File: config.mk
export PLATFORM = sky130hd
export DESIGN_NAME = smroe_bank
export DESIGN_NICKNAME = d
export VERILOG_FILES = /design/src/include/smroe_pkg.sv /design/src/include/smroe_prog_if.sv /design/src/hdl/smroe_prog_seq.sv /design/src/hdl/smroe_bank.sv
export VERILOG_INCLUDE_DIRS = /design/src /design/src/include
export SDC_FILE = /design/constraint.sdc
export NUM_CORES = 1
export LEC_CHECK = 0
export ABC_AREA = 0
export BUFFER_PORTS_ARGS = -buffer_cell sky130_fd_sc_hd__buf_4
export CELL_PAD_IN_SITES_DETAIL_PLACEMENT = 0
export CELL_PAD_IN_SITES_GLOBAL_PLACEMENT = 2
export CORE_MARGIN = 1.5
export CORE_UTILIZATION = 27
export CTS_CLUSTER_SIZE = 20
export DETAILED_ROUTE_END_ITERATION = 8
export GPL_TIMING_DRIVEN = 0
export MAX_ROUTING_LAYER = met4
export PLACE_DENSITY_LB_ADDON = 0.2
export SLEW_MARGIN = 15
export SYNTH_ARGS = -nofsm -noshare
export SYNTH_HDL_FRONTEND = slang
export SYNTH_SLANG_ARGS = --single-unit
File: constraint.sdc
create_clock -name clk -period 1.61 [get_ports clk]
set_clock_uncertainty 0.05 [all_clocks]
set_input_delay 0.161 -clock clk [delete_from_list [all_inputs] [get_ports clk]]
set_output_delay 0.161 -clock clk [all_outputs]
set_load 0.005 [all_outputs]
File: src/include/smroe_regs.svh
// Register offsets, field positions, reset values and timing counts.
`ifndef SMROE_REGS_SVH
`define SMROE_REGS_SVH
// ==========================================================================
// Register indices and byte addresses
`define SMROE_IDX_MODE 4'h1
`define SMROE_IDX_SRST 4'h2
`define SMROE_IDX_OUTEN 4'h3
`define SMROE_IDX_CTRL 4'h4
`define SMROE_IDX_STAT 4'h5
`define SMROE_ADDR_MODE 6'h04
`define SMROE_ADDR_SRST 6'h08
`define SMROE_ADDR_OUTEN 6'h0c
`define SMROE_ADDR_CTRL 6'h10
`define SMROE_ADDR_STAT 6'h14
// ==========================================================================
// Field positions
`define SMROE_MODE_START 0
`define SMROE_MODE_PAT_LO 1
`define SMROE_MODE_PAT_HI 3
`define SMROE_MODE_HI 8
`define SMROE_SRST_PLL 0
`define SMROE_SRST_SW 1
`define SMROE_OUTEN_HI 8
`define SMROE_OUTEN_CK5 5
`define SMROE_OUTEN_FP0 6
`define SMROE_CTRL_BPE 0
// ==========================================================================
// Reset values
`define SMROE_MODE_RST 16'h0000
`define SMROE_SRST_RST 16'h0000
`define SMROE_OUTEN_RST 16'h0000
`define SMROE_CTRL_RST 16'h0000
// ==========================================================================
// Timing: a frame is 125 us; programming finishes within two frames.
`define SMROE_FRAME_NS 125000
`define SMROE_CLK_NS 20
`define SMROE_FRAMES 2
`define SMROE_PROG_CYC ((`SMROE_FRAME_NS * `SMROE_FRAMES) / `SMROE_CLK_NS)
`endif

File: src/include/smroe_pkg.sv
// Types shared by the register bank.
package smroe_pkg;
   typedef enum logic [1:0] {
      SMROE_IDLE = 2'b00,
      SMROE_PROG = 2'b01
   } smroe_prog_e;
   typedef logic [15:0] smroe_word_t;
endpackage

File: src/include/smroe_prog_if.sv
// Handshake between register bank and block programming sequencer.
`timescale 1ns/10ps
interface smroe_prog_if;
   logic start;
   logic abort;
   logic busy;
   logic done;
   modport bank (output start, output abort, input busy, input done);
   modport seq (input start, input abort, output busy, output done);
endinterface

File: src/hdl/smroe_prog_seq.sv
// Block programming sequencer: runs for two frames unless aborted.
`timescale 1ns/10ps
`include "smroe_regs.svh"
module smroe_prog_seq #(
   parameter int unsigned PROG_CYCLES = `SMROE_PROG_CYC
) (
   // Clock and reset.
   input wire logic clk,
   input wire logic reset,
   // Bank side.
   smroe_prog_if.seq prog
);
   typedef struct packed {
      smroe_pkg::smroe_prog_e st;
      logic [17:0] cnt;
      logic done;
   } smroe_seq_s;
   smroe_seq_s s_reg;
   smroe_seq_s s_next;

   always_comb begin
      s_next = s_reg;
      s_next.done = 1'b0;
      unique case (s_reg.st)
         smroe_pkg::SMROE_IDLE: begin
            if (prog.start) begin
               s_next.st = smroe_pkg::SMROE_PROG;
               s_next.cnt = 18'h00000;
            end
         end
         smroe_pkg::SMROE_PROG: begin
            if (prog.abort) begin
               s_next.st = smroe_pkg::SMROE_IDLE;
            end else if (s_reg.cnt == 18'(PROG_CYCLES - 1)) begin
               s_next.st = smroe_pkg::SMROE_IDLE;
               s_next.done = 1'b1;
            end else begin
               s_next.cnt = s_reg.cnt + 18'h00001;
            end
         end
         default: s_next.st = smroe_pkg::SMROE_IDLE;
      endcase
   end

   always_ff @(posedge clk) begin
      if (reset) begin
         s_reg <= '0;
      end else begin
         s_reg <= s_next;
      end
   end

   assign prog.busy = (s_reg.st == smroe_pkg::SMROE_PROG);
   assign prog.done = s_reg.done;
endmodule

File: src/hdl/smroe_bank.sv
// AXI4-Lite register bank: mode, software reset and output enables.
//
// Our own choice: register access over AXI4-Lite.
`timescale 1ns/10ps
`include "smroe_regs.svh"
module smroe_bank #(
   parameter int unsigned PROG_CYCLES = `SMROE_PROG_CYC
) (
   // Clock and reset.
   input wire logic clk,
   input wire logic reset,
   // AXI4-Lite write address and data.
   input wire logic [5:0] s_axi_awaddr,
   input wire logic s_axi_awvalid,
   output logic s_axi_awready,
   input wire logic [31:0] s_axi_wdata,
   input wire logic [3:0] s_axi_wstrb,
   input wire logic s_axi_wvalid,
   output logic s_axi_wready,
   // AXI4-Lite write response.
   output logic [1:0] s_axi_bresp,
   output logic s_axi_bvalid,
   input wire logic s_axi_bready,
   // AXI4-Lite read.
   input wire logic [5:0] s_axi_araddr,
   input wire logic s_axi_arvalid,
   output logic s_axi_arready,
   output logic [31:0] s_axi_rdata,
   output logic [1:0] s_axi_rresp,
   output logic s_axi_rvalid,
   input wire logic s_axi_rready,
   // Block controls.
   output logic switch_soft_reset,
   output logic pll_soft_reset,
   output logic [2:0] block_prog_pattern,
   output logic block_prog_busy,
   // Output enables, low while driving.
   output logic [2:0] offset_frame_pulse_oe_n,
   output logic out_clock5_oe_n
);
   typedef struct packed {
      logic awready;
      logic wready;
      logic [5:0] awaddr;
      logic haveAw;
      logic [31:0] wdata;
      logic [3:0] wstrb;
      logic haveW;
      logic bvalid;
      logic [1:0] bresp;
      logic arready;
      logic rvalid;
      logic [31:0] rdata;
      logic [1:0] rresp;
      smroe_pkg::smroe_word_t mode;
      smroe_pkg::smroe_word_t srst;
      smroe_pkg::smroe_word_t outen;
      smroe_pkg::smroe_word_t ctrl;
      logic start;
      logic abort;
      logic busy;
      logic [2:0] fpOeN;
      logic ck5OeN;
   } smroe_bank_s;
   smroe_bank_s s_reg;
   smroe_bank_s s_next;
   smroe_prog_if prog ();

   // Byte-lane merge; the upper two lanes are ignored for 16-bit registers.
   function automatic smroe_pkg::smroe_word_t merge(
      input smroe_pkg::smroe_word_t old,
      input logic [31:0] data,
      input logic [3:0] strb
   );
      smroe_pkg::smroe_word_t res;
      res = old;
      if (strb[0]) res[7:0] = data[7:0];
      if (strb[1]) res[15:8] = data[15:8];
      return res;
   endfunction

   function automatic logic mapped(input logic [5:0] a);
      return a == `SMROE_ADDR_MODE || a == `SMROE_ADDR_SRST ||
         a == `SMROE_ADDR_OUTEN || a == `SMROE_ADDR_CTRL ||
         a == `SMROE_ADDR_STAT;
   endfunction

   // ========================================================================
   // Bus and register logic
   always_comb begin
      smroe_pkg::smroe_word_t nw;
      logic oldStart;
      logic oldBpe;
      nw = '0;
      oldStart = s_reg.mode[`SMROE_MODE_START];
      oldBpe = s_reg.ctrl[`SMROE_CTRL_BPE];
      s_next = s_reg;
      s_next.start = 1'b0;
      s_next.abort = 1'b0;
      s_next.busy = prog.busy;
      s_next.awready = 1'b0;
      s_next.wready = 1'b0;
      s_next.arready = 1'b0;
      if (s_axi_awvalid && !s_reg.haveAw && !s_reg.awready &&
            !s_reg.bvalid) begin
         s_next.awready = 1'b1;
         s_next.awaddr = s_axi_awaddr;
         s_next.haveAw = 1'b1;
      end
      if (s_axi_wvalid && !s_reg.haveW && !s_reg.wready &&
            !s_reg.bvalid) begin
         s_next.wready = 1'b1;
         s_next.wdata = s_axi_wdata;
         s_next.wstrb = s_axi_wstrb;
         s_next.haveW = 1'b1;
      end
      // Completion has priority below a same-cycle software write.
      if (prog.done) begin
         s_next.mode[`SMROE_MODE_START] = 1'b0;
      end
      if (s_reg.haveAw && s_reg.haveW) begin
         s_next.haveAw = 1'b0;
         s_next.haveW = 1'b0;
         s_next.bvalid = 1'b1;
         s_next.bresp = mapped(s_reg.awaddr) ? 2'b00 : 2'b10;
         unique case (s_reg.awaddr)
            `SMROE_ADDR_MODE: begin
               nw = merge(s_reg.mode, s_reg.wdata, s_reg.wstrb);
               nw[15:`SMROE_MODE_HI + 1] = '0;
               s_next.mode = nw;
               // Start and pattern land together in one write.
               if (!oldStart && nw[`SMROE_MODE_START]) begin
                  s_next.start = 1'b1;
               end
               if (oldStart && !nw[`SMROE_MODE_START]) begin
                  s_next.abort = 1'b1;
               end
            end
            `SMROE_ADDR_SRST: begin
               nw = merge(s_reg.srst, s_reg.wdata, s_reg.wstrb);
               s_next.srst = {14'h0000, nw[1:0]};
            end
            `SMROE_ADDR_OUTEN: begin
               nw = merge(s_reg.outen, s_reg.wdata, s_reg.wstrb);
               s_next.outen = {7'h00, nw[`SMROE_OUTEN_HI:0]};
            end
            `SMROE_ADDR_CTRL: begin
               nw = merge(s_reg.ctrl, s_reg.wdata, s_reg.wstrb);
               s_next.ctrl = {15'h0000, nw[`SMROE_CTRL_BPE]};
               if (oldStart && oldBpe && !nw[`SMROE_CTRL_BPE]) begin
                  s_next.abort = 1'b1;
                  s_next.mode[`SMROE_MODE_START] = 1'b0;
               end
            end
            default: begin
            end
         endcase
      end
      // Enables are inverted here so that the pins come straight from flops.
      s_next.fpOeN =
         ~s_next.outen[`SMROE_OUTEN_FP0 + 2:`SMROE_OUTEN_FP0];
      s_next.ck5OeN = ~s_next.outen[`SMROE_OUTEN_CK5];
      // Programming only proceeds while enable is high.
      if (s_next.start && !s_next.ctrl[`SMROE_CTRL_BPE]) begin
         s_next.start = 1'b0;
      end
      if (s_reg.bvalid && s_axi_bready) begin
         s_next.bvalid = 1'b0;
      end
      if (s_axi_arvalid && !s_reg.arready && !s_reg.rvalid) begin
         s_next.arready = 1'b1;
         s_next.rvalid = 1'b1;
         s_next.rresp = mapped(s_axi_araddr) ? 2'b00 : 2'b10;
         unique case (s_axi_araddr)
            `SMROE_ADDR_MODE: s_next.rdata = {16'h0000, s_reg.mode};
            `SMROE_ADDR_SRST: s_next.rdata = {16'h0000, s_reg.srst};
            `SMROE_ADDR_OUTEN: s_next.rdata = {16'h0000, s_reg.outen};
            `SMROE_ADDR_CTRL: s_next.rdata = {16'h0000, s_reg.ctrl};
            `SMROE_ADDR_STAT: s_next.rdata = {31'h00000000, prog.busy};
            default: s_next.rdata = 32'h00000000;
         endcase
      end
      if (s_reg.rvalid && s_axi_rready) begin
         s_next.rvalid = 1'b0;
      end
   end

   always_ff @(posedge clk) begin
      if (reset) begin
         s_reg <= '0;
         s_reg.mode <= `SMROE_MODE_RST;
         s_reg.srst <= `SMROE_SRST_RST;
         s_reg.outen <= `SMROE_OUTEN_RST;
         s_reg.ctrl <= `SMROE_CTRL_RST;
         // All enables reset clear, so every pin starts high impedance.
         s_reg.fpOeN <= '1;
         s_reg.ck5OeN <= 1'h1;
      end else begin
         s_reg <= s_next;
      end
   end

   // ========================================================================
   // Sequencer
   assign prog.start = s_reg.start;
   assign prog.abort = s_reg.abort;

   smroe_prog_seq #(
      .PROG_CYCLES(PROG_CYCLES)
   ) u_seq (
      .clk(clk),
      .reset(reset),
      .prog(prog)
   );

   // ========================================================================
   // Outputs, all straight from the state register
   assign s_axi_awready = s_reg.awready;
   assign s_axi_wready = s_reg.wready;
   assign s_axi_bvalid = s_reg.bvalid;
   assign s_axi_bresp = s_reg.bresp;
   assign s_axi_arready = s_reg.arready;
   assign s_axi_rvalid = s_reg.rvalid;
   assign s_axi_rdata = s_reg.rdata;
   assign s_axi_rresp = s_reg.rresp;
   assign switch_soft_reset = s_reg.srst[`SMROE_SRST_SW];
   assign pll_soft_reset = s_reg.srst[`SMROE_SRST_PLL];
   assign block_prog_pattern =
      s_reg.mode[`SMROE_MODE_PAT_HI:`SMROE_MODE_PAT_LO];
   assign block_prog_busy = s_reg.busy;
   assign offset_frame_pulse_oe_n = s_reg.fpOeN;
   assign out_clock5_oe_n = s_reg.ck5OeN;
endmodule

==> results.ini <==
[layout]
finalNetCount=581
drive_above_1_share_pct=35.5
area_growth_pct=36.9
fill_cells=1413
multiInputGateArea_mm2=0.00188
antenna_cells=0
regArea_mm2=0.00167
largest_reg_flops=35
finalNonFillerCells=706

[power_and_ir_drop]
leakage_nw=2.25
seqPwrFrac_pct=47.4
p_sw_mw=1.12
combPwrFrac_pct=9.7
vdd_drop_max_v=0.000448
power_density_mw_per_mm2=889
pwr-share-clk_pct=42.9
intPower_mw=3.41
p_sw_share_pct=24.7

[global_route]
grt_pass1_vias=2812
grt_overflow=0
grt_first_pass_wirelength_um=14600
grt_max_degree=15
antenna_found_initial=0
track_usage_pct=13.6

[outcome]
violations=negative setup slack
status=finished with violations

[floorplanning]
die_y_um=120
initial_utilization_pct=27.9
io_pins=106
die_w_um=120
core_mm2=0.0133
rows=42
die_area_mm2=0.0145

[timing]
slew_headroom_pct=54.9
finalCritPeriodShare_pct=109
hold_ws_ns=0.0147
slew_violations=0
max_freq_mhz=569
max_slew.worst_pin.slew_ns=0.677
finalSetupViolations=34
hold_viol=0
rsz0062_at_grt=yes
worst_slack_ns=-0.147
fin_crit_ns=1.76

[routing]
drc_errors=0
wl_per_cell_um=12.9
drt-pass1-iter-count=4
num_vias=3021
ant_nets=0
drt_iter0_drc=117
vias_per_cell=4.28
wirelength_um=9130

[yosys]
yosys.area_share.simple_pct=23.1
synth-xor-area-share_pct=2.12
synthCells=414
ys_seq_elements=83
synthMuxAreaShare_pct=10.3
synth_top_family_by_area=simple AND/OR/NAND/NOR gates
synth.cell_area_mm2=0.00372
synth-edff-count=0
synthAdderAreaFrac_pct=0.336
synth_cell_types=51
synth-seq-area-share_pct=44.7
synthFlopType=dfxtp_1
synth_compound_area_share_pct=8.27
avgSynthCellArea_um2=8.99
synth_warnings=0
ys_async_sr_fraction_pct=0

[placement]
gp_congestion=0.739
numPortBuffers=55
placedCellCount=669
place_hpwl_um=6390

[worst_setup_path]
worst_r2r_endpoint=offset_frame_pulse_oe_n[1]
crit_fanout=7
required_ns=1.79
cp.depth=5
critPathCapture=offset_frame_pulse_oe_n[1]
path_cells=or3_4 -> nor2_4 -> nand4_4 -> mux2i_2 -> or2_4
r2r-start=s_reg[149]
crit_path_max_incr_delay_ns=0.41
arrival_ns=1.94
crit_type=flip-flop to flip-flop
critPathBufInv=0
cp-start-kind=flip-flop
cp_slowest_cell=or3_4
r2r_cells=5
ff2ff_setup_slack_ns=-0.15
cp-end-kind=flip-flop
crit_start=s_reg[149]
cp_top_family=simple AND/OR/NAND/NOR gates

[min_path]
hp-start=s_axi_wdata[2]
min_path_type=input pin to flip-flop

[clock_network]
cts_htree_levels=3
clock_latency_ns=0.34
clk_pin_slew_worst_paths_ns=0.06
cts_made_buffers=9
cts_tree=done
cts_max_path_buffers=2
cts_root_buf=clkbuf_16
cts.sinks=83

[job]
maxCapViolations=0

metal layers:
layer  global-route usage [%]  vias to the layer above  wire (um)
met5                        -                        -          0
li1                         -                     1575          -
met1                     17.3                     1372       4390
met4                     6.03                        0         98
met3                     2.88                        8        341
met2                     20.7                       66       4300
stage by stage:
step	setup TNS [ns]	utilization [%]	setup WS [ns]	total power, mW	instance area, um^2
5_1_grt	-5.89	38.2	-0.230	4.76	5090
3_3_place_gp	-8.38	33.5	-0.306	2.59	4470
4_1_cts	-2.83	37.2	-0.206	4.59	4960
3_5_place_dp	-8.68	33.5	-0.308	2.59	4470
6_report	-2.11	38.2	-0.147	4.53	5090
2_1_floorplan	-0.0255	-	-0.00851	2.43	3830
worst min path at each step:
stage	endpoint	depth (start not counted)	slack [ns]
2_1_floorplan	s_reg[117]	2	0.25
3_3_place_gp	s_reg[153]	3	0.34
3_5_place_dp	s_reg[148]	3	0.36
4_1_cts	s_reg[117]	3	0.001
5_1_grt	s_reg[150]	3	0.009
6_report	s_reg[117]	3	0.01
cells in the final DEF, fill, tap and decap left out, drive strengths merged, types with 2 or more instances in the layout:
cell type,Yosys,final
a22oi,8,8
dfxtp,83,83
inv,4,5
nor2,59,59
xor2,6,6
or2,4,4
nand2b,7,7
or4b,2,2
clkinvlp,0,2
buf,45,120
clkinv,0,3
dlygate4sd3,0,3
o21ai,8,8
nand3,8,8
nor2b,6,6
or3,8,8
nor3,8,8
mux2,9,9
a211oi,2,2
o211ai,2,2
nor4,3,3
clkbuf,17,25
nand4,10,10
mux2i,28,28
a21oi,27,27
nand3b,3,3
xnor2,3,3
nor4b,2,2
conb,1,25
nor3b,2,2
nand2,35,35
or4,2,2
power by group through the flow:
| stage | clock network (mW) | registers, mW | logic [mW] |
|---|---|---|---|
| 6_report | 1.94 | 2.15 | 0.440 |
| 5_1_grt | 2.12 | 2.16 | 0.484 |
| 4_1_cts | 2.01 | 2.15 | 0.429 |
| 3_5_place_dp | 0 | 2.19 | 0.400 |
| 3_3_place_gp | 0 | 2.19 | 0.398 |
| 2_1_floorplan | 0 | 2.18 | 0.254 |
Yosys cell counts, types with 2 or more instances:
cell type | instances | area [um^2]
dfxtp_1 | 83 | 1660
nor2_1 | 58 | 218
buf_4 | 42 | 315
nand2_1 | 35 | 131
mux2i_1 | 28 | 280
a21oi_1 | 27 | 135
clkbuf_1 | 17 | 63.8
mux2_2 | 9 | 101
nand4_1 | 9 | 56.3
a22oi_1 | 8 | 60.1
or3_1 | 8 | 50.1
nand2b_1 | 7 | 43.8
nand3_1 | 7 | 35.0
o21ai_0 | 7 | 35.0
nor2b_1 | 6 | 37.5
nor3_1 | 6 | 30.0
xor2_1 | 6 | 52.6
inv_1 | 4 | 15.0
or2_2 | 4 | 25.0
nand3b_1 | 3 | 22.5
xnor2_1 | 3 | 26.3
a211oi_1 | 2 | 15.0
nor3_2 | 2 | 20.0
nor3b_1 | 2 | 15.0
nor4_1 | 2 | 12.5
nor4b_1 | 2 | 17.5
o211ai_1 | 2 | 15.0
or4b_2 | 2 | 20.0
worst register-to-register path: stages (launching register included):
cell	delay, ns
dfxtp_2	0.32
or3_4	0.41
nor2_4	0.17
nand4_4	0.23
mux2i_2	0.25
or2_4	0.22
cell families after synthesis:
family / count (synthesis)
AOI/OAI and AO/OA: 52
xor gates and xnor gates: 9
adders and majority gates: 1
buffers and inverters: 66
DFF: 83
muxes: 37
other: 1
and+or+nand+nor: 165
cell type report:
cell class	instances	share of cell area [%]
buffer	60	8.08
clock buffer	10	4.69
clock inverter	6	0.762
inverter	4	0.295
multi-input combinational	289	36.9
sequential	83	32.8
tap	176	4.32
timing repair buffer	78	12.1
what timing repair did:
action,in CTS,in global routing
hold buffers,3,0
resized for setup,30,21
pin swaps,9,9
endpoints found under the setup margin,59,55
cloned,1,0
buffers inserted,12,7
hold endpoints to repair,3,0
No activity file was read; power rests on OpenSTA's default activity.
